**config.mk**
```make
export PLATFORM = sky130hd
export DESIGN_NAME = fir_equalizer_coef_bank
export DESIGN_NICKNAME = d
export VERILOG_FILES = /design/src/coef_reg.v /design/src/fir_equalizer_coef_bank.v /design/src/tap_select.v
export VERILOG_INCLUDE_DIRS = /design/src /design/src/src
export SDC_FILE = /design/constraint.sdc
export NUM_CORES = 1
export LEC_CHECK = 0
export ABC_AREA = 0
export BUFFER_PORTS_ARGS = -buffer_cell sky130_fd_sc_hd__clkbuf_2
export CAP_MARGIN = 20
export CORE_MARGIN = 1.5
export CORE_UTILIZATION = 57
export DETAILED_ROUTE_END_ITERATION = 8
export GPL_ROUTABILITY_DRIVEN = 0
export PLACE_DENSITY_LB_ADDON = 0.08
export SLEW_MARGIN = 25
export SYNTH_ARGS = -nofsm -noshare
export SYNTH_HDL_FRONTEND = slang
export SYNTH_SLANG_ARGS = --single-unit
```
**constraint.sdc**
```tcl
create_clock -name CLOCK -period 5.3 [get_ports CLOCK]
set_input_delay 0.265 -clock CLOCK [delete_from_list [all_inputs] [get_ports CLOCK]]
set_output_delay 0.265 -clock CLOCK [all_outputs]
set_load 0.05 [all_outputs]
```
**src/fir_equalizer_coef_regs.vh**
```
`ifndef FIR_EQUALIZER_COEF_REGS_VH
`define FIR_EQUALIZER_COEF_REGS_VH

// register indices as printed; byte address is four times the index
`define IDX_COEF_A_TAP6        12'h423
`define IDX_COEF_A_TAP7        12'h425
`define IDX_COEF_A_TAP8        12'h427
`define IDX_COEF_A_TAP9        12'h429
`define IDX_COEF_B_TAP1        12'h448
`define IDX_COEF_B_TAP2        12'h44A
`define IDX_COEF_A_CENTER_TAP  12'h420
`define IDX_MODE_CTRL          12'h470

// field layout
`define COEF_MSB               11
`define COEF_REG_MSB           15
`define CENTER_MSB             17
`define CENTER_REG_MSB         23
`define MODE_DUAL_BIT          0

// reset values
`define COEF_RESET             16'h0000
`define CENTER_RESET           24'h000000
`define MODE_RESET             1'h0

// bus answers
`define RESP_OKAY              2'h0
`define RESP_SLVERR            2'h2

`endif

```
**src/coef_reg.v**
```verilog
`timescale 1ns/10ps
module coef_reg
#(
	parameter WIDTH = 16
)
(
	// clock and reset
	input  wire             clock,
	input  wire             reset_n,
	// write port
	input  wire             write_en,
	input  wire [3:0]       byte_en,
	input  wire [31:0]      write_data,
	// stored value
	output reg  [WIDTH-1:0] value
);
	wire [WIDTH-1:0] next_value;

	genvar i;
	generate
		for (i = 0; i < WIDTH; i = i + 1)
		begin : bit_cell
			// one process owns the whole word; lanes only pick the next value per bit
			assign next_value[i] = (write_en && byte_en[i / 8]) ? write_data[i] : value[i];
		end
	endgenerate

	always @(posedge clock or negedge reset_n)
	begin
		if (!reset_n)
			value <= {WIDTH{1'b0}}; // RQ6
		else
			value <= next_value;
	end
endmodule

```
**src/fir_equalizer_coef_bank.v**
```verilog
// Local design decision: the AXI4-Lite register port.
`timescale 1ns/10ps
`include "fir_equalizer_coef_regs.vh"
// Summary of operation
// RQ1 - low twelve bits of each outer coefficient are a signed tap weight
// RQ2 - first-bank registers feed taps six to nine of channel a in dual mode
// RQ3 - in single mode the same registers feed the only filter's taps
// RQ4 - second-bank first register is channel b first tap, dual mode only
// RQ5 - next second-bank register is channel b second tap, dual mode only
// RQ6 - every coefficient register reads zero after reset
// RQ7 - the centre tap carries an eighteen-bit signed coefficient
// RQ8 - software writes zero to reserved bits; taps ignore them
module fir_equalizer_coef_bank
(
	// clock and reset
	input  wire               CLOCK,
	input  wire               RESET_N,
	// axi4-lite write address
	input  wire [31:0]        S_AXI_AWADDR,
	input  wire               S_AXI_AWVALID,
	output reg                S_AXI_AWREADY,
	// axi4-lite write data
	input  wire [31:0]        S_AXI_WDATA,
	input  wire [3:0]         S_AXI_WSTRB,
	input  wire               S_AXI_WVALID,
	output reg                S_AXI_WREADY,
	// axi4-lite write response
	output reg  [1:0]         S_AXI_BRESP,
	output reg                S_AXI_BVALID,
	input  wire               S_AXI_BREADY,
	// axi4-lite read address
	input  wire [31:0]        S_AXI_ARADDR,
	input  wire               S_AXI_ARVALID,
	output reg                S_AXI_ARREADY,
	// axi4-lite read data
	output reg  [31:0]        S_AXI_RDATA,
	output reg  [1:0]         S_AXI_RRESP,
	output reg                S_AXI_RVALID,
	input  wire               S_AXI_RREADY,
	// tap weights, filter a (dual) or the single filter
	output reg  [11:0]        TAP_A6,
	output reg  [11:0]        TAP_A7,
	output reg  [11:0]        TAP_A8,
	output reg  [11:0]        TAP_A9,
	output reg  [17:0]        TAP_A_CENTER,
	// tap weights, filter b
	output reg  [11:0]        TAP_B1,
	output reg  [11:0]        TAP_B2,
	// mode state
	output reg                DUAL_MODE
);
	localparam NREG = 8;
	localparam R_A6 = 0;
	localparam R_A7 = 1;
	localparam R_A8 = 2;
	localparam R_A9 = 3;
	localparam R_B1 = 4;
	localparam R_B2 = 5;
	localparam R_AC = 6;
	localparam R_MD = 7;

	// one-hot write states
	localparam W_IDLE = 3'b001;
	localparam W_RESP = 3'b010;
	localparam W_HOLD = 3'b100;

	reg  [2:0]        wstate;
	reg  [31:0]       awaddr;
	reg               aw_held;
	reg  [31:0]       wdata;
	reg  [3:0]        wstrb;
	reg               w_held;
	reg               mode_dual;
	wire [15:0]       raw_a6;
	wire [15:0]       raw_a7;
	wire [15:0]       raw_a8;
	wire [15:0]       raw_a9;
	wire [15:0]       raw_b1;
	wire [15:0]       raw_b2;
	wire [23:0]       raw_ac;
	wire [11:0]       sel_b1;
	wire [11:0]       sel_b2;
	wire [NREG-1:0]   wsel;
	wire [NREG-1:0]   wr_en;
	wire              do_write;
	wire              aw_now;
	wire              w_now;
	wire [31:0]       eff_awaddr;
	wire [31:0]       eff_wdata;
	wire [3:0]        eff_wstrb;

	// register decode shared by both channels; upper address bits must match too
	function [NREG-1:0] decode;
		input [31:0] addr;
		begin
			decode = {NREG{1'b0}};
			if (addr[1:0] == 2'h0 && addr[31:14] == 18'h00000)
			begin
				case (addr[13:2])
					`IDX_COEF_A_TAP6:       decode[R_A6] = 1'b1;
					`IDX_COEF_A_TAP7:       decode[R_A7] = 1'b1;
					`IDX_COEF_A_TAP8:       decode[R_A8] = 1'b1;
					`IDX_COEF_A_TAP9:       decode[R_A9] = 1'b1;
					`IDX_COEF_B_TAP1:       decode[R_B1] = 1'b1;
					`IDX_COEF_B_TAP2:       decode[R_B2] = 1'b1;
					`IDX_COEF_A_CENTER_TAP: decode[R_AC] = 1'b1;
					`IDX_MODE_CTRL:         decode[R_MD] = 1'b1;
					default:                decode = {NREG{1'b0}};
				endcase
			end
		end
	endfunction

	// address and data may arrive in either order; each is held until both are in
	assign aw_now     = S_AXI_AWVALID && S_AXI_AWREADY;
	assign w_now      = S_AXI_WVALID && S_AXI_WREADY;
	assign eff_awaddr = aw_held ? awaddr : S_AXI_AWADDR;
	assign eff_wdata  = w_held ? wdata : S_AXI_WDATA;
	assign eff_wstrb  = w_held ? wstrb : S_AXI_WSTRB;
	assign do_write   = (wstate == W_IDLE) && (aw_held || aw_now) && (w_held || w_now);
	assign wsel       = decode(eff_awaddr);
	assign wr_en      = do_write ? wsel : {NREG{1'b0}};

	coef_reg #(.WIDTH(16)) u_a6
	(
		.clock      (CLOCK),
		.reset_n    (RESET_N),
		.write_en   (wr_en[R_A6]),
		.byte_en    (eff_wstrb),
		.write_data (eff_wdata),
		.value      (raw_a6)
	);
	coef_reg #(.WIDTH(16)) u_a7
	(
		.clock      (CLOCK),
		.reset_n    (RESET_N),
		.write_en   (wr_en[R_A7]),
		.byte_en    (eff_wstrb),
		.write_data (eff_wdata),
		.value      (raw_a7)
	);
	coef_reg #(.WIDTH(16)) u_a8
	(
		.clock      (CLOCK),
		.reset_n    (RESET_N),
		.write_en   (wr_en[R_A8]),
		.byte_en    (eff_wstrb),
		.write_data (eff_wdata),
		.value      (raw_a8)
	);
	coef_reg #(.WIDTH(16)) u_a9
	(
		.clock      (CLOCK),
		.reset_n    (RESET_N),
		.write_en   (wr_en[R_A9]),
		.byte_en    (eff_wstrb),
		.write_data (eff_wdata),
		.value      (raw_a9)
	);
	coef_reg #(.WIDTH(16)) u_b1
	(
		.clock      (CLOCK),
		.reset_n    (RESET_N),
		.write_en   (wr_en[R_B1]),
		.byte_en    (eff_wstrb),
		.write_data (eff_wdata),
		.value      (raw_b1)
	);
	coef_reg #(.WIDTH(16)) u_b2
	(
		.clock      (CLOCK),
		.reset_n    (RESET_N),
		.write_en   (wr_en[R_B2]),
		.byte_en    (eff_wstrb),
		.write_data (eff_wdata),
		.value      (raw_b2)
	);
	// centre tap is wider: eighteen-bit field in a 24-bit register
	coef_reg #(.WIDTH(24)) u_ac
	(
		.clock      (CLOCK),
		.reset_n    (RESET_N),
		.write_en   (wr_en[R_AC]),
		.byte_en    (eff_wstrb),
		.write_data (eff_wdata),
		.value      (raw_ac)
	); // RQ7

	tap_select u_sel
	(
		.dual_mode  (mode_dual),
		.raw_b_tap1 (raw_b1),
		.raw_b_tap2 (raw_b2),
		.tap_b1     (sel_b1),
		.tap_b2     (sel_b2)
	);

	// mode control register
	always @(posedge CLOCK or negedge RESET_N)
	begin
		if (!RESET_N)
			mode_dual <= `MODE_RESET;
		else if (wr_en[R_MD] && eff_wstrb[0])
			mode_dual <= eff_wdata[`MODE_DUAL_BIT];
	end

	// write channel
	always @(posedge CLOCK or negedge RESET_N)
	begin
		if (!RESET_N)
		begin
			wstate        <= W_IDLE;
			awaddr        <= 32'h00000000;
			aw_held       <= 1'b0;
			wdata         <= 32'h00000000;
			wstrb         <= 4'h0;
			w_held        <= 1'b0;
			S_AXI_AWREADY <= 1'b0;
			S_AXI_WREADY  <= 1'b0;
			S_AXI_BVALID  <= 1'b0;
			S_AXI_BRESP   <= `RESP_OKAY;
		end
		else
		begin
			case (wstate)
				W_IDLE:
				begin
					if (aw_now)
					begin
						awaddr  <= S_AXI_AWADDR;
						aw_held <= 1'b1;
					end
					if (w_now)
					begin
						wdata  <= S_AXI_WDATA;
						wstrb  <= S_AXI_WSTRB;
						w_held <= 1'b1;
					end
					if (do_write)
					begin
						S_AXI_AWREADY <= 1'b0;
						S_AXI_WREADY  <= 1'b0;
						S_AXI_BVALID  <= 1'b1;
						S_AXI_BRESP   <= (wsel == {NREG{1'b0}}) ? `RESP_SLVERR : `RESP_OKAY;
						aw_held       <= 1'b0;
						w_held        <= 1'b0;
						wstate        <= W_RESP;
					end
					else
					begin
						S_AXI_AWREADY <= !(aw_held || aw_now);
						S_AXI_WREADY  <= !(w_held || w_now);
					end
				end
				W_RESP:
				begin
					if (S_AXI_BREADY)
					begin
						S_AXI_BVALID <= 1'b0;
						wstate       <= W_HOLD;
					end
				end
				W_HOLD:
				begin
					S_AXI_AWREADY <= 1'b1;
					S_AXI_WREADY  <= 1'b1;
					wstate        <= W_IDLE;
				end
				default:
					wstate <= W_IDLE;
			endcase
		end
	end

	// read channel; unmapped addresses read zero with slverr
	always @(posedge CLOCK or negedge RESET_N)
	begin
		if (!RESET_N)
		begin
			S_AXI_ARREADY <= 1'b0;
			S_AXI_RVALID  <= 1'b0;
			S_AXI_RDATA   <= 32'h00000000;
			S_AXI_RRESP   <= `RESP_OKAY;
		end
		else if (S_AXI_RVALID)
		begin
			if (S_AXI_RREADY)
			begin
				S_AXI_RVALID  <= 1'b0;
				S_AXI_ARREADY <= 1'b1;
			end
		end
		else if (S_AXI_ARVALID && S_AXI_ARREADY)
		begin
			S_AXI_ARREADY <= 1'b0;
			S_AXI_RVALID  <= 1'b1;
			S_AXI_RRESP   <= `RESP_OKAY;
			case (decode(S_AXI_ARADDR))
				8'h01:   S_AXI_RDATA <= {16'h0000, raw_a6};
				8'h02:   S_AXI_RDATA <= {16'h0000, raw_a7};
				8'h04:   S_AXI_RDATA <= {16'h0000, raw_a8};
				8'h08:   S_AXI_RDATA <= {16'h0000, raw_a9};
				8'h10:   S_AXI_RDATA <= {16'h0000, raw_b1};
				8'h20:   S_AXI_RDATA <= {16'h0000, raw_b2};
				8'h40:   S_AXI_RDATA <= {8'h00, raw_ac};
				8'h80:   S_AXI_RDATA <= {31'h00000000, mode_dual};
				default:
				begin
					S_AXI_RDATA <= 32'h00000000;
					S_AXI_RRESP <= `RESP_SLVERR;
				end
			endcase
		end
		else
			S_AXI_ARREADY <= 1'b1;
	end

	// tap outputs drop reserved bits so stray writes there have no effect
	always @(posedge CLOCK or negedge RESET_N)
	begin
		if (!RESET_N)
		begin
			TAP_A6       <= 12'h000;
			TAP_A7       <= 12'h000;
			TAP_A8       <= 12'h000;
			TAP_A9       <= 12'h000;
			TAP_A_CENTER <= 18'h00000;
			TAP_B1       <= 12'h000;
			TAP_B2       <= 12'h000;
			DUAL_MODE    <= 1'b0;
		end
		else
		begin
			// same registers serve filter a or the single filter; mode does not gate them
			TAP_A6       <= raw_a6[`COEF_MSB:0]; // RQ1
			TAP_A7       <= raw_a7[`COEF_MSB:0]; // RQ2
			TAP_A8       <= raw_a8[`COEF_MSB:0]; // RQ3
			TAP_A9       <= raw_a9[`COEF_MSB:0]; // RQ8
			TAP_A_CENTER <= raw_ac[`CENTER_MSB:0]; // RQ7
			TAP_B1       <= sel_b1; // RQ4
			TAP_B2       <= sel_b2; // RQ5
			DUAL_MODE    <= mode_dual;
		end
	end
endmodule

```
**src/tap_select.v**
```verilog
`timescale 1ns/10ps
`include "fir_equalizer_coef_regs.vh"
module tap_select
(
	// mode and stored registers
	input  wire        dual_mode,
	input  wire [15:0] raw_b_tap1,
	input  wire [15:0] raw_b_tap2,
	// tap weights for the channel b filter
	output wire [11:0] tap_b1,
	output wire [11:0] tap_b2
);
	// channel b taps are zero weight outside dual-channel mode
	assign tap_b1 = dual_mode ? raw_b_tap1[`COEF_MSB:0] : 12'h000; // RQ4
	assign tap_b2 = dual_mode ? raw_b_tap2[`COEF_MSB:0] : 12'h000; // RQ5
endmodule

```
* Word-level counts from Yosys, hierarchy flattened *
Index checks and enable logic that the tools add are counted.

word-level totals
  register bits = 317
  bits of input ports = 107

operators by class
  equality and inequality tests = 30
  multiplexer cells = 49
  bitwise logic cells = 1
  reductions and logical operators = 45

operator list
  kind                  count
  $eq 12x11->1 const B  16
  $pmux 24 s8           1
  $mux 8                5
  $logic_not 18->1      2
  $mux 32               1
  $mux 1                30
  $mux 12               2
  $mux 24               1
  $logic_and 1x1->1     23
  $reduce_and 2->1      7
  $mux 3                3
  $eq 8x1->1 const B    1
  $eq 8x2->1 const B    1
  $eq 8x3->1 const B    1
  $eq 8x4->1 const B    1
  $eq 8x5->1 const B    1
  $eq 8x6->1 const B    1
  $eq 8x7->1 const B    1
  $eq 8x8->1 const B    1
  $logic_not 8->1       1
  $reduce_bool 2->1     4
  $reduce_or 8->1       1
  $pmux 1 s2            3
  $pmux 3 s2            1
  11 further kinds      16

* Longest topological paths before layout *
Gate-level depths: netlist of the first run.

  depth in word-level cells = 8
  mapped depth = 9

* Modules after synthesis *
A second synthesis of the first run with hierarchy kept.

unflattened totals
  cells, all modules = 911
  area total of the unflattened synthesis = 13070.0 um^2

by module, submodules not included
  module                   times used  cells an instance  area an instance (um^2)  seq. area each (um^2)
  fir_equalizer_coef_bank  1           630                8426.8                   4906.0
  coef_reg at u_a6 ...     6           34                 593.1                    400.4
  coef_reg at u_ac         1           51                 889.6                    600.6
  tap_select               1           26                 195.2                    0.0

* Worst setup path after synthesis of the first run *
Ideal clock, no wire load.

  kind = register to register
  start = register wstate[0]
  end = register mode_dual
  arrival = 2.343 ns
  slack = 2.832 ns
  stages on the path, launching flop included = 7
  period minus slack after synthesis = 2.468 ns
  path through = dfstp_2 > or3b_4 > nor3_4 > nand2_4 > or4_1 > nor2_1 > mux2_2

on the way
  longest elaborated chain between the ends = 5

ends and longest elaborated chain
  item                            line                           RTL
  from (decl)                     fir_equalizer_coef_bank.v:67   reg [2:0] wstate;
  from (signal assigned)          fir_equalizer_coef_bank.v:212  wstate <= W_IDLE;
  from (signal assigned)          fir_equalizer_coef_bank.v:247  wstate <= W_RESP;
  from (signal assigned)          fir_equalizer_coef_bank.v:260  wstate <= W_HOLD;
  $eq 3x1->1                      fir_equalizer_coef_bank.v:120  assign do_write = (wstate == W_IDLE) && (aw_held || aw_now) && (w_held || w_now);
  $logic_and 1x1->1 (2 in a row)  fir_equalizer_coef_bank.v:120
  $mux 8                          fir_equalizer_coef_bank.v:122  assign wr_en = do_write ? wsel : {NREG{1'b0}};
  $logic_and 1x1->1               fir_equalizer_coef_bank.v:203  else if (wr_en[R_MD] && eff_wstrb[0])
  to (signal assigned)            fir_equalizer_coef_bank.v:202  mode_dual <= `MODE_RESET;
  to (signal assigned)            fir_equalizer_coef_bank.v:204  mode_dual <= eff_wdata[`MODE_DUAL_BIT];
  to (decl)                       fir_equalizer_coef_bank.v:73   reg mode_dual;

Every way passes these cells.
A chain may end at the register's enable or synchronous reset.

* Worst setup path after layout of the first run *
  start = register aw_held
  end = register u_a6.value[0]

on the way
  longest elaborated chain between the ends = 6
  elaborated cells on any way between the ends = 12
  those cells by class = 1 x eq/ne; 4 x mux; 7 x reduce/logical

ends and longest elaborated chain
  item                                                line                                                        RTL
  from (decl)                                         fir_equalizer_coef_bank.v:69                                reg aw_held;
  from (signal assigned)                              fir_equalizer_coef_bank.v:214                               aw_held <= 1'b0;
  from (signal assigned)                              fir_equalizer_coef_bank.v:231                               aw_held <= 1'b1;
  from (signal assigned)                              fir_equalizer_coef_bank.v:245                               aw_held <= 1'b0;
  $mux 32                                             fir_equalizer_coef_bank.v:117                               assign eff_awaddr = aw_held ? awaddr : S_AXI_AWADDR;
  $eq 12x11->1, or another cell as far along          fir_equalizer_coef_bank.v:99                                case (addr[13:2])
  $mux 1 / $logic_and 1x1->1 (equally long branches)  fir_equalizer_coef_bank.v:99, fir_equalizer_coef_bank.v:97
  $mux 8                                              fir_equalizer_coef_bank.v:97                                if (addr[1:0] == 2'h0 && addr[31:14] == 18'h00000)
  $mux 8 (*)                                          fir_equalizer_coef_bank.v:122
  $logic_and 1x1->1 (*)                               coef_reg.v:24                                               assign next_value[i] = (write_en && byte_en[i / 8]) ? write_data[i] : value[i];
  to (signal assigned)                                coef_reg.v:31                                               value <= {WIDTH{1'b0}};
  to (signal assigned)                                coef_reg.v:33                                               value <= next_value;
  to (decl)                                           coef_reg.v:15                                               output reg [WIDTH-1:0] value

Every way passes the cells marked *; elsewhere a longest branch is shown, timed or not.

==> results of run 1 <==
[placed cells by master (no fill, tap or decap), types with 19 or more instances in the layout]
cell           Yosys  final
o21ai_0           29     29
dfrtp_1          306    306
mux2i_1           19     19
mux2_2           191    191
and2_1            28     28
clkbuf_2           0    218
dlygate4sd3_1      0     58
nand2_1           50     50
nor2_1            24     24
clkbuf_16          0     31
[logic make-up (layout without fill, tap and decap cells)]
family / after synthesis / count (layout)
and+or+nand+nor: 192 / 192
buffers and inverters: 53 / 347
xor gates and xnor gates: 3 / 3
other: 1 / 10
AOI/OAI and AO/OA: 122 / 122
muxes: 226 / 226
DFF: 307 / 307
[final cells by class]
| class | count | area share (%) |
|---|---|---|
| Clock buffer | 41 | 5.46 |
| Tap cell | 280 | 2.27 |
| Multi-Input combinational cell | 553 | 30.2 |
| Clock inverter | 16 | 0.762 |
| Timing Repair Buffer | 284 | 11.3 |
| Inverter | 6 | 0.146 |
| Sequential cell | 307 | 49.8 |
[sequential cells by signal (all words and copies together) (netlist names), 12 cells and up]
register,count
u_ac.value,24
S_AXI_RDATA,24
TAP_B1,12
TAP_A9,12
u_b2.value,16
TAP_A7,12
u_a9.value,16
u_a7.value,16
wdata,24
u_a8.value,16
TAP_A_CENTER,18
TAP_A8,12
TAP_A6,12
TAP_B2,12
u_a6.value,16
awaddr,32
u_b1.value,16
[synthesized netlist by cell type (4+ instances only)]
| cell | n |
|---|---|
| a21oi_1 | 16 |
| mux2i_1 | 19 |
| inv_1 | 6 |
| a22oi_1 | 17 |
| nor4b_1 | 4 |
| mux2_2 | 191 |
| o21ai_0 | 29 |
| and3_1 | 5 |
| nand3b_1 | 4 |
| mux2_4 | 16 |
| nand4_1 | 7 |
| o22ai_1 | 8 |
| and2_1 | 28 |
| nor3_1 | 7 |
| a221oi_1 | 10 |
| nor3_4 | 9 |
| buf_4 | 10 |
| nand2_1 | 50 |
| nor4_1 | 13 |
| a22o_1 | 9 |
| a211oi_1 | 4 |
| clkbuf_1 | 29 |
| or3_1 | 4 |
| buf_2 | 5 |
| dfrtp_1 | 306 |
| o22a_1 | 6 |
| nor2_1 | 24 |
[layer usage]
metal,global-route usage (%),part of all wire [%]
met1,36.3,43
met2,42.9,49
met3,3.95,5.7
met4,6.35,2.0
met5,0,0
[worst max path at each step]
stage,start,endpoint
after detailed placement,aw_held,u_a8.value[7]
after CTS,aw_held,u_a8.value[5]
after global placement,aw_held,u_a8.value[0]
after floorplan,wstate[0],mode_dual
after global routing,aw_held,u_a8.value[3]
final,aw_held,u_a6.value[0]
[power by group]
part / switching (mW) / internal [mW]
Sequential: 0.170 / 2.61
Clock: 0.887 / 1.17
Combinational: 0.632 / 0.537
==> report_table.html, run 1 <==
<table>
<tr><th>Metric</th><th>Value</th></tr>
<tr><th colspan="2">Status</th></tr>
<tr><td>Status</td><td>complete, no violations</td></tr>
<tr><th colspan="2">Floorplan</th></tr>
<tr><td>Starting density of the core</td><td>57.8%</td></tr>
<tr><td>Floorplan row count</td><td>54</td></tr>
<tr><td>Die extent in x</td><td>152 um</td></tr>
<tr><td>Ports</td><td>239</td></tr>
<tr><td>Total Die Area</td><td>approximately 23,000 um2</td></tr>
<tr><td>Area of the core</td><td>21,800 um2</td></tr>
<tr><td>Vertical die dimension</td><td>roughly 150 um</td></tr>
<tr><th colspan="2">Clocking</th></tr>
<tr><td>Clock latency of the later-clocked register in the worst-skew pair</td><td>550 ps</td></tr>
<tr><td>Number of buffers inserted by post-CTS setup repair</td><td>0</td></tr>
<tr><td>Root Buffer Master</td><td>clkbuf_16</td></tr>
<tr><td>CTS tree</td><td>built</td></tr>
<tr><td>Cts repair resizes</td><td>0</td></tr>
<tr><td>CTS Buf Count</td><td>31</td></tr>
<tr><td>Number of hold-repair buffers added at the cts stage</td><td>58</td></tr>
<tr><td>Clock edge transition at the registers on the reported setup and hold paths</td><td>~60 ps</td></tr>
<tr><td>Number of sinks on the clock net</td><td>just over 300</td></tr>
<tr><td>Number of H-tree levels</td><td>1</td></tr>
<tr><td>Maximum clock path buffer count</td><td>3</td></tr>
<tr><th colspan="2">Critical path</th></tr>
<tr><td>Critical Path Source Type</td><td>flip-flop</td></tr>
<tr><td>Critical Path AT</td><td>3480 ps</td></tr>
<tr><td>Register-to-Register Path Depth</td><td>5</td></tr>
<tr><td>Max stage delay on crit path</td><td>710 ps</td></tr>
<tr><td>Kind of end point of the critical path</td><td>flip-flop</td></tr>
<tr><td>Cell-by-cell trace of the critical path</td><td>inv_1, nor4_2, o21ai_2, nor3_4, mux2_2</td></tr>
<tr><td>Number of buffers and inverters on the critical path</td><td>1</td></tr>
<tr><td>Slowest stage cell on the critical path</td><td>dfrtp_1</td></tr>
<tr><td>Kind of cell with the highest combined delay on the critical path</td><td>simple AND/OR/NAND/NOR gates</td></tr>
<tr><td>Setup slack on the worst flop-to-flop path</td><td>2240 ps</td></tr>
<tr><td>Cell count along the critical path</td><td>5</td></tr>
<tr><td>Startpoint of the worst register-to-register path</td><td>aw_held</td></tr>
<tr><td>Data required, critical path</td><td>about 5700 ps</td></tr>
<tr><td>Worst setup path category</td><td>flip-flop to flip-flop</td></tr>
<tr><td>End of the worst register-to-register path</td><td>u_a6.value[0]</td></tr>
<tr><td>Biggest fanout along the worst timing path</td><td>18</td></tr>
<tr><th colspan="2">Route</th></tr>
<tr><td>Via/cell ratio</td><td>5.57</td></tr>
<tr><td>Number of DRC markers in iteration 0</td><td>between 400 and 500</td></tr>
<tr><td>Via count of the routed design</td><td>8,279</td></tr>
<tr><td>Detailed-route wire length per cell</td><td>19.8 um</td></tr>
<tr><td>Final routed DRC violation total</td><td>0</td></tr>
<tr><td>Antenna violation net count after detailed routing</td><td>0</td></tr>
<tr><td>Length of the first detailed-routing pass in iterations</td><td>5</td></tr>
<tr><td>Wire length after detailed routing</td><td>29.4 mm</td></tr>
<tr><th colspan="2">Synth</th></tr>
<tr><td>Fraction of synthesized area in multiplexers</td><td>20.5%</td></tr>
<tr><td>Average cell area after synthesis</td><td>13.9 um2</td></tr>
<tr><td>Dominant register cell in the synthesized netlist</td><td>dfrtp_1</td></tr>
<tr><td>Synthesized-area fraction occupied by ao, oa, aoi and oai cells</td><td>6.65%</td></tr>
<tr><td>Sequential-to-total area share from yosys stat</td><td>61.1%</td></tr>
<tr><td>Synth top area cells</td><td>dfrtp_1 (61%), mux2_2 (17%), mux2_4 (1.9%)</td></tr>
<tr><td>Distinct cells, synth</td><td>64</td></tr>
<tr><td>Synth area leader</td><td>dfrtp_1</td></tr>
<tr><td>Count of state elements after synthesis</td><td>307</td></tr>
<tr><td>Yosys warning total</td><td>0</td></tr>
<tr><td>Number of instances in the synthesized netlist</td><td>around 900</td></tr>
<tr><td>Synthesized-area fraction occupied by adder cells</td><td>0%</td></tr>
<tr><td>Number of enable flip-flop cells after synthesis</td><td>0</td></tr>
<tr><td>Post-Synth Simple-Gate Area</td><td>9.45%</td></tr>
<tr><td>Proportion of register bits with asynchronous set or reset after synthesis</td><td>100%</td></tr>
<tr><td>Xor/xnor cell area share of the yosys netlist</td><td>less than 1%</td></tr>
<tr><td>Fraction of post-synthesis cell area in the top cell type by area</td><td>approximately 61%</td></tr>
<tr><td>Area of the mapped netlist</td><td>12,600 um2</td></tr>
<tr><td>Main combinational cell family by area after synthesis</td><td>multiplexers</td></tr>
<tr><th colspan="2">STA</th></tr>
<tr><td>Total Neg Setup Slack</td><td>0 ps</td></tr>
<tr><td>Crit share post-route</td><td>around 58%</td></tr>
<tr><td>Final count of negative-setup-slack endpoints</td><td>0</td></tr>
<tr><td>Top achievable clock speed</td><td>approximately 330 MHz</td></tr>
<tr><td>Post-route clock skew</td><td>15.4 ps</td></tr>
<tr><td>Slew Limit Headroom</td><td>30.0%</td></tr>
<tr><td>Final critical path time including I/O delays and setup</td><td>between 3000 and 4000 ps</td></tr>
<tr><td>Post-layout worst setup margin</td><td>2240 ps</td></tr>
<tr><td>Hold Worst Slack</td><td>25.1 ps</td></tr>
<tr><td>Worst slew pin tran</td><td>1050 ps</td></tr>
<tr><td>Final max-slew violation count</td><td>0</td></tr>
<tr><td>Setup repair after global routing missed its margin</td><td>no</td></tr>
<tr><td>Hold Fails Final Rpt</td><td>0</td></tr>
<tr><th colspan="2">Cells and area</th></tr>
<tr><td>Sequential cell area</td><td>approximately 7700 um2</td></tr>
<tr><td>Ant diodes</td><td>0</td></tr>
<tr><td>Proportion of layout cells with a drive suffix above 1</td><td>42.1%</td></tr>
<tr><td>Total Nets Final</td><td>between 1,000 and 1,500</td></tr>
<tr><td>Core utilization of the finished layout</td><td>71.0%</td></tr>
<tr><td>Final Cell Area</td><td>15,400 um2</td></tr>
<tr><td>Multi-input logic area</td><td>between 4000 and 5000 um2</td></tr>
<tr><td>Non-filler cells in the finished layout</td><td>1,487</td></tr>
<tr><td>Layout Area Growth over Synthesis</td><td>22.8%</td></tr>
<tr><td>Number of filler instances in the final layout</td><td>1,566</td></tr>
<tr><th colspan="2">Placement</th></tr>
<tr><td>Post-detail-place hpwl</td><td>19.0 mm</td></tr>
<tr><td>Worst slack at placement</td><td>2200 ps</td></tr>
<tr><td>Count of buffers inserted at the top-level ports</td><td>roughly 220</td></tr>
<tr><td>Placement Cell Area</td><td>13,900 um2</td></tr>
<tr><td>Dpl cells</td><td>1,372</td></tr>
<tr><th colspan="2">Hold path</th></tr>
<tr><td>Hold/Removal Path Class</td><td>primary input to flip-flop</td></tr>
<tr><td>Startpoint of the lowest-slack hold path</td><td>S_AXI_AWADDR[4]</td></tr>
<tr><td>Worst min-delay path endpoint</td><td>awaddr[4]</td></tr>
<tr><td>Hold Path Cell Cnt</td><td>2</td></tr>
<tr><th colspan="2">Run</th></tr>
<tr><td>Number of maximum-capacitance violations</td><td>0</td></tr>
<tr><th colspan="2">Pwr</th></tr>
<tr><td>Static power due to leakage</td><td>7.66 nW</td></tr>
<tr><td>Total chip power</td><td>6.01 mW</td></tr>
<tr><td>Power per cell area</td><td>389 nW/um2</td></tr>
<tr><td>Max VDD drop</td><td>0.329 mV</td></tr>
<tr><th colspan="2">GRT</th></tr>
<tr><td>Wire length of the first global-routing pass</td><td>45.4 mm</td></tr>
<tr><td>Number of global-route vias before repair</td><td>a little over 8,000</td></tr>
<tr><td>Total global-route track usage</td><td>26.0%</td></tr>
<tr><td>Number of antenna violations at the first check in global routing</td><td>1</td></tr>
<tr><td>Maximum number of pins on one net before global-route repair</td><td>150</td></tr>
<tr><td>Congestion Overflow GR</td><td>0</td></tr>
</table>
(Power assumes the default switching activity.)
==> run 2, diff against run 1 <==
CORE_UTILIZATION = 50   (was 57)
clock period = 2.8 ns   (was 5.3 ns; I/O delays follow)
==> run 2 against run 1 <==
Net effect:
- first-iteration DRC count up 35%
- final area up 3.4%
- via count up 2.7%
- wire length up 5.9%
==> report_table.html, run 2 (synthesis results as in run 1) <==
<table>
<tr><th>Metric</th><th>Value</th></tr>
<tr><th colspan="2">Status</th></tr>
<tr><td>Status</td><td>complete, no violations</td></tr>
<tr><th colspan="2">Cells and area</th></tr>
<tr><td>Layout Area Growth over Synthesis</td><td>26.9%</td></tr>
<tr><td>Final Cell Area</td><td>about 16,000 um2</td></tr>
<tr><td>Proportion of layout cells with a drive suffix above 1</td><td>43.8%</td></tr>
<tr><td>Max FFs per register</td><td>32</td></tr>
<tr><td>Most common cell after layout, fill and taps aside</td><td>dfrtp_1</td></tr>
<tr><td>Total Nets Final</td><td>1,326</td></tr>
<tr><td>Register with the highest flop count</td><td>awaddr</td></tr>
<tr><td>Leading cell types in the layout, fill and taps excluded</td><td>dfrtp_1 (306), clkbuf_2 (218), mux2_2 (191)</td></tr>
<tr><th colspan="2">Critical path</th></tr>
<tr><td>Setup slack on the worst flop-to-flop path</td><td>around 170 ps</td></tr>
<tr><td>Capturing instance or port of the critical path</td><td>mode_dual</td></tr>
<tr><td>Cell count along the critical path</td><td>6</td></tr>
<tr><td>Slowest stage cell on the critical path</td><td>dfstp_2</td></tr>
<tr><td>Max stage delay on crit path</td><td>between 500 and 600 ps</td></tr>
<tr><td>Number of buffers and inverters on the critical path</td><td>0</td></tr>
<tr><td>Cell-by-cell trace of the critical path</td><td>or3b_4, nor3_4, nand2_4, or4_1, nor2_1, mux2_2</td></tr>
<tr><td>Worst setup path category</td><td>flip-flop to flip-flop</td></tr>
<tr><td>Register-to-Register Path Depth</td><td>6</td></tr>
<tr><td>End of the worst register-to-register path</td><td>mode_dual</td></tr>
<tr><td>Startpoint of the worst register-to-register path</td><td>wstate[0]</td></tr>
<tr><td>Critical Path Source Type</td><td>flip-flop</td></tr>
<tr><td>Critical Path AT</td><td>3060 ps</td></tr>
<tr><td>Data required, critical path</td><td>3230 ps</td></tr>
<tr><td>Kind of end point of the critical path</td><td>flip-flop</td></tr>
<tr><td>Worst setup startpoint</td><td>wstate[0]</td></tr>
<tr><td>Kind of cell with the highest combined delay on the critical path</td><td>simple AND/OR/NAND/NOR gates</td></tr>
<tr><td>Biggest fanout along the worst timing path</td><td>6</td></tr>
<tr><th colspan="2">Hold path</th></tr>
<tr><td>Startpoint of the lowest-slack hold path</td><td>S_AXI_WVALID</td></tr>
<tr><td>Hold/Removal Path Class</td><td>primary input to flip-flop</td></tr>
<tr><th colspan="2">STA</th></tr>
<tr><td>Post-route clock skew</td><td>9.84 ps</td></tr>
<tr><td>Crit share post-route</td><td>93.8%</td></tr>
<tr><td>Setup repair after global routing missed its margin</td><td>no</td></tr>
<tr><td>Hold Fails Final Rpt</td><td>0</td></tr>
<tr><td>Worst slew pin tran</td><td>around 800 ps</td></tr>
<tr><td>Final count of negative-setup-slack endpoints</td><td>0</td></tr>
<tr><td>Final critical path time including I/O delays and setup</td><td>2630 ps</td></tr>
<tr><td>Top achievable clock speed</td><td>381 MHz</td></tr>
<tr><td>Final max-slew violation count</td><td>0</td></tr>
<tr><td>Slew Limit Headroom</td><td>46.4%</td></tr>
<tr><td>Hold Worst Slack</td><td>around 44 ps</td></tr>
<tr><td>Total Neg Setup Slack</td><td>0 ps</td></tr>
<tr><th colspan="2">GRT</th></tr>
<tr><td>Number of antenna violations at the first check in global routing</td><td>1</td></tr>
<tr><td>Congestion Overflow GR</td><td>0</td></tr>
<tr><td>Maximum number of pins on one net before global-route repair</td><td>86</td></tr>
<tr><td>Number of global-route vias before repair</td><td>a little under 9,000</td></tr>
<tr><td>Wire length of the first global-routing pass</td><td>~49 mm</td></tr>
<tr><td>Total global-route track usage</td><td>24.4%</td></tr>
<tr><th colspan="2">Placement</th></tr>
<tr><td>Post-detail-place hpwl</td><td>20.8 mm</td></tr>
<tr><td>Placement Cell Area</td><td>14,200 um2</td></tr>
<tr><td>Count of buffers inserted at the top-level ports</td><td>219</td></tr>
<tr><th colspan="2">Route</th></tr>
<tr><td>Final routed DRC violation total</td><td>0</td></tr>
<tr><td>Length of the first detailed-routing pass in iterations</td><td>5</td></tr>
<tr><td>Via count of the routed design</td><td>8,502</td></tr>
<tr><td>Wire length after detailed routing</td><td>approximately 31 mm</td></tr>
<tr><td>Antenna violation net count after detailed routing</td><td>0</td></tr>
<tr><td>Number of DRC markers in iteration 0</td><td>554</td></tr>
<tr><td>Via/cell ratio</td><td>roughly 5.4</td></tr>
<tr><td>Detailed-route wire length per cell</td><td>approximately 20 um</td></tr>
<tr><th colspan="2">Floorplan</th></tr>
<tr><td>Total Die Area</td><td>26,100 um2</td></tr>
<tr><td>Starting density of the core</td><td>51.3%</td></tr>
<tr><td>Vertical die dimension</td><td>162 um</td></tr>
<tr><td>Ports</td><td>around 240</td></tr>
<tr><td>Area of the core</td><td>24,500 um2</td></tr>
<tr><td>Die extent in x</td><td>162 um</td></tr>
<tr><td>Floorplan row count</td><td>57</td></tr>
<tr><th colspan="2">Clocking</th></tr>
<tr><td>Root Buffer Master</td><td>clkbuf_16</td></tr>
<tr><td>Clock edge transition at the registers on the reported setup and hold paths</td><td>60 ps</td></tr>
<tr><td>Maximum clock path buffer count</td><td>3</td></tr>
<tr><td>CTS Buf Count</td><td>30</td></tr>
<tr><td>Clock latency of the later-clocked register in the worst-skew pair</td><td>550 ps</td></tr>
<tr><td>Number of H-tree levels</td><td>1</td></tr>
<tr><td>CTS tree</td><td>built</td></tr>
<tr><td>Number of sinks on the clock net</td><td>approximately 310</td></tr>
<tr><th colspan="2">Pwr</th></tr>
<tr><td>Power per cell area</td><td>746 nW/um2</td></tr>
<tr><td>Max VDD drop</td><td>1.10 mV</td></tr>
<tr><td>Total chip power</td><td>around 12 mW</td></tr>
<tr><td>Static power due to leakage</td><td>7.91 nW</td></tr>
<tr><th colspan="2">Run</th></tr>
<tr><td>Number of maximum-capacitance violations</td><td>0</td></tr>
</table>
==> run 2: cell types whose count changed in the layout (fill, tap and decap cells not counted), moves of 2 or more <==
cell / delta
clkinv_2: -7
clkbuf_8: +5
buf_4: +30
bufinv_16: +4
buf_12: +3
dlygate4sd3_1: +4
clkbuf_1: -2
==> run 2: cell type report <==
type | count | area [um2]
Inverter | 6 | 22.5
Tap cell | 324 | 405
Antenna cell | 1 | 2.50
Timing Repair Buffer | 321 | 2080
Multi-Input combinational cell | 553 | 4670
Fill cell | 1917 | 8570
Sequential cell | 307 | 7680
Clock buffer | 44 | 905
Clock inverter | 12 | 194
==> run 2: worst min-delay path: cells and delay by family <==
family	cells	cell delay [ps]
buffers and inverters	1	90
AOI/OAI and AO/OA	2	320
==> run 2: per-stage QoR <==
stage	setup slack, ps	std cells	util [%]
floorplan	332	913	-
global placement	133	1449	58.0
detailed placement	135	1449	58.0
CTS	107	1567	65.0
global route	47.6	1567	65.1
finish	173	1568	65.1
==> run 2: worst min path at each step <==
stage	endpoint	slack (ps)	cells after the start
finish	aw_held	40	3
global placement	TAP_A6[4]	200	1
floorplan	DUAL_MODE	-160	0
CTS	aw_held	30	3
global route	aw_held	60	3
detailed placement	TAP_A6[4]	200	1
==> run 2: repair_timing <==
action | in CTS | in global routing
hold buffers | 62 | 0
endpoints found under the setup margin | 0 | 8
buffers inserted | 0 | 0
gates resized for setup | 0 | 1
endpoints found under the hold margin | 151 | 0
==> run 2: power breakdown <==
part / leakage, nW / switching [mW] / total (mW) / internal [mW]
Clock: 0.537 / 1.68 / 4.37 / 2.70
Combinational: 3.25 / 1.24 / 2.30 / 1.06
Sequential: 4.13 / 0.300 / 5.25 / 4.95
Total: 7.91 / 3.21 / 11.9 / 8.70
==> run 2: routing by layer <==
layer | vias to the layer above | GRT usage, % | share of wire, % | routed length (um)
met5 | - | 0 | 0 | 0
met4 | 0 | 6.10 | 2.0 | 639
met3 | 53 | 4.34 | 6.4 | 2000
met2 | 290 | 40.3 | 48 | 14900
met1 | 4261 | 33.4 | 44 | 13700
li1 | 3898 | - | - | -
==> run 3, diff against run 2 <==
ABC_CLOCK_PERIOD_IN_PS = 2800   (was default)
SETUP_SLACK_MARGIN = 0.3   (was default)
==> run 3 against run 2 <==
Net effect:
- clock-buffer cell count unchanged
- clock power about the same
- non-clock buffer count increased by 2
- final cell count increased by 0.13%
- critical path type unchanged
- maximum frequency increased by 8.2%
==> report_table.html, run 3 (synthesis results as in run 1) <==
<table>
<tr><th>Metric</th><th>Value</th></tr>
<tr><th colspan="2">Status</th></tr>
<tr><td>Status</td><td>complete, no violations</td></tr>
<tr><th colspan="2">Floorplan</th></tr>
<tr><td>Floorplan row count</td><td>57</td></tr>
<tr><td>Total Die Area</td><td>26,100 um2</td></tr>
<tr><td>Vertical die dimension</td><td>162 um</td></tr>
<tr><td>Ports</td><td>239</td></tr>
<tr><td>Die extent in x</td><td>about 160 um</td></tr>
<tr><td>Starting density of the core</td><td>51.3%</td></tr>
<tr><td>Area of the core</td><td>24,500 um2</td></tr>
<tr><th colspan="2">Pwr</th></tr>
<tr><td>Max VDD drop</td><td>1.13 mV</td></tr>
<tr><td>Power per cell area</td><td>approximately 740 nW/um2</td></tr>
<tr><td>Relative contribution of sequential cells to total power</td><td>between 40% and 50%</td></tr>
<tr><td>Internal power</td><td>8.73 mW</td></tr>
<tr><td>Static power due to leakage</td><td>a little under 8 nW</td></tr>
<tr><td>Comb power frac</td><td>19.5%</td></tr>
<tr><td>Proportion of total power due to net switching</td><td>27.2%</td></tr>
<tr><td>Net Sw Power</td><td>3.26 mW</td></tr>
<tr><td>Part of the total power dissipated in the clock network</td><td>36.5%</td></tr>
<tr><th colspan="2">Clocking</th></tr>
<tr><td>Clock latency of the later-clocked register in the worst-skew pair</td><td>550 ps</td></tr>
<tr><td>CTS tree</td><td>built</td></tr>
<tr><td>CTS Buf Count</td><td>30</td></tr>
<tr><td>Root Buffer Master</td><td>clkbuf_16</td></tr>
<tr><td>Number of H-tree levels</td><td>1</td></tr>
<tr><td>Clock edge transition at the registers on the reported setup and hold paths</td><td>60 ps</td></tr>
<tr><td>Number of sinks on the clock net</td><td>approximately 310</td></tr>
<tr><td>Maximum clock path buffer count</td><td>3</td></tr>
<tr><th colspan="2">GRT</th></tr>
<tr><td>Maximum number of pins on one net before global-route repair</td><td>86</td></tr>
<tr><td>Congestion Overflow GR</td><td>0</td></tr>
<tr><td>Wire length of the first global-routing pass</td><td>about 49 mm</td></tr>
<tr><td>Number of antenna violations at the first check in global routing</td><td>1</td></tr>
<tr><td>Number of global-route vias before repair</td><td>around 8,900</td></tr>
<tr><td>Total global-route track usage</td><td>about 24%</td></tr>
<tr><th colspan="2">STA</th></tr>
<tr><td>Hold Fails Final Rpt</td><td>0</td></tr>
<tr><td>Final critical path time including I/O delays and setup</td><td>2430 ps</td></tr>
<tr><td>Total Neg Setup Slack</td><td>0 ps</td></tr>
<tr><td>Setup repair after global routing missed its margin</td><td>yes</td></tr>
<tr><td>Final count of negative-setup-slack endpoints</td><td>0</td></tr>
<tr><td>Final max-slew violation count</td><td>0</td></tr>
<tr><td>Slew Limit Headroom</td><td>a little under half</td></tr>
<tr><td>Top achievable clock speed</td><td>about 410 MHz</td></tr>
<tr><td>Post-route clock skew</td><td>12.6 ps</td></tr>
<tr><td>Crit share post-route</td><td>86.7%</td></tr>
<tr><td>Worst slew pin tran</td><td>804 ps</td></tr>
<tr><th colspan="2">Cells and area</th></tr>
<tr><td>Leading cell types in the layout, fill and taps excluded</td><td>dfrtp_1 (305), clkbuf_2 (218), mux2_2 (190)</td></tr>
<tr><td>Most common cell after layout, fill and taps aside</td><td>dfrtp_1</td></tr>
<tr><td>Proportion of layout cells with a drive suffix above 1</td><td>44.9%</td></tr>
<tr><td>Max FFs per register</td><td>32</td></tr>
<tr><td>Multi-input logic area</td><td>4770 um2</td></tr>
<tr><td>Number of filler instances in the final layout</td><td>1,903</td></tr>
<tr><td>Core utilization of the finished layout</td><td>65.7%</td></tr>
<tr><td>Layout Area Growth over Synthesis</td><td>28.1%</td></tr>
<tr><td>Register with the highest flop count</td><td>awaddr</td></tr>
<tr><td>Total Nets Final</td><td>roughly 1,300</td></tr>
<tr><td>Sequential cell area</td><td>7680 um2</td></tr>
<tr><th colspan="2">Route</th></tr>
<tr><td>Via/cell ratio</td><td>roughly 5.4</td></tr>
<tr><td>Detailed-route wire length per cell</td><td>approximately 20 um</td></tr>
<tr><td>Number of DRC markers in iteration 0</td><td>between 500 and 600</td></tr>
<tr><td>Length of the first detailed-routing pass in iterations</td><td>5</td></tr>
<tr><td>Antenna violation net count after detailed routing</td><td>0</td></tr>
<tr><td>Via count of the routed design</td><td>between 8,000 and 9,000</td></tr>
<tr><td>Final routed DRC violation total</td><td>0</td></tr>
<tr><td>Wire length after detailed routing</td><td>31.4 mm</td></tr>
<tr><th colspan="2">Hold path</th></tr>
<tr><td>Hold/Removal Path Class</td><td>primary input to flip-flop</td></tr>
<tr><td>Worst min-delay path endpoint</td><td>aw_held</td></tr>
<tr><td>Hold Path Cell Cnt</td><td>3</td></tr>
<tr><td>Startpoint of the lowest-slack hold path</td><td>S_AXI_WVALID</td></tr>
<tr><th colspan="2">Run</th></tr>
<tr><td>Number of maximum-capacitance violations</td><td>0</td></tr>
<tr><th colspan="2">Critical path</th></tr>
<tr><td>Kind of end point of the critical path</td><td>flip-flop</td></tr>
<tr><td>Data required, critical path</td><td>3230 ps</td></tr>
<tr><td>Critical Path Source Type</td><td>flip-flop</td></tr>
<tr><td>Critical Path AT</td><td>2860 ps</td></tr>
<tr><td>Biggest fanout along the worst timing path</td><td>8</td></tr>
<tr><td>End of the worst register-to-register path</td><td>u_b1.value[1]</td></tr>
<tr><td>Register-to-Register Path Depth</td><td>7</td></tr>
<tr><td>Worst setup path category</td><td>flip-flop to flip-flop</td></tr>
<tr><td>Startpoint of the worst register-to-register path</td><td>wstate[0]</td></tr>
<tr><td>Setup slack on the worst flop-to-flop path</td><td>370 ps</td></tr>
<tr><th colspan="2">Placement</th></tr>
<tr><td>Count of buffers inserted at the top-level ports</td><td>about 220</td></tr>
<tr><td>Post-detail-place hpwl</td><td>20.8 mm</td></tr>
</table>
run 3: cell count changes in the layout (fill, tap and decap cells not counted), moves of 2 or more:
cell    previous run  this run
or4_4              0         2
or4_1              3         1
buf_6              0         6
nor4_1            13         8
nor4_4             0         4
buf_4             36        31
run 3: layout make-up:
type | count | share of cell area, %
multi-input cells | 553 | 29.6
repair buffers | 323 | 13.2
inverters | 6 | 0.140
flip-flops and latches | 307 | 47.7
well taps | 324 | 2.52
clock inverters | 12 | 1.20
clock buffers | 44 | 5.62
diodes | 1 | 0.0155
run 3: worst max path at each step:
| stage | slack [ps] | endpoint | startpoint |
|---|---|---|---|
| after floorplan | 330 | mode_dual | wstate[0] |
| after global placement | 130 | u_b1.value[9] | awaddr[1] |
| after detailed placement | 130 | u_b1.value[13] | awaddr[1] |
| after CTS | 310 | u_a6.value[0] | awaddr[21] |
| after global routing | 260 | u_a6.value[0] | awaddr[1] |
| final | 370 | u_b1.value[1] | wstate[0] |
run 3: through the flow:
step                      cell area [um2]  hold slack, ps  cells  power (mW)  worst slack (ps)
after global placement              14200             200   1449        7.50               133
after global routing                16100            56.7   1569        12.5               257
final                               16100            37.0   1570        12.0               373
after floorplan                     12600            -156    913        6.87               332
after CTS                           16000            28.7   1569        12.1               307
after detailed placement            14200             197   1449        7.56               135
run 3: worst max-delay path, stage by stage (launching register included):
cell and delay (ps):
dfstp_2 560, or3b_4 410, nor3_4 250, nand2_4 100, nor2b_2 140, or3b_1 370
buf_6 180, mux2_4 300
run 3: repair_timing:
action | CTS | global route
pin swaps | 3 | 5
hold buffers | 62 | 0
buffers inserted | 2 | 0
gates resized for setup | 7 | 21
hold endpoints to repair | 151 | 0
setup endpoints to repair | 60 | 105
run 3: power groups by stage:
stage	logic (mW)	clock network [mW]	registers, mW
2_1_floorplan	1.52	0	5.35
3_3_place_gp	2.20	0	5.30
3_5_place_dp	2.23	0	5.32
4_1_cts	2.33	4.47	5.26
5_1_grt	2.53	4.64	5.34
6_report	2.34	4.37	5.27
run 3: metal layers:
layer	up-vias	track usage, %	share of wire (%)
met5	-	0	0
met3	51	4.34	6.4
met1	4268	33.4	43
li1	3905	-	-
met2	293	40.4	48
met4	0	6.06	1.8
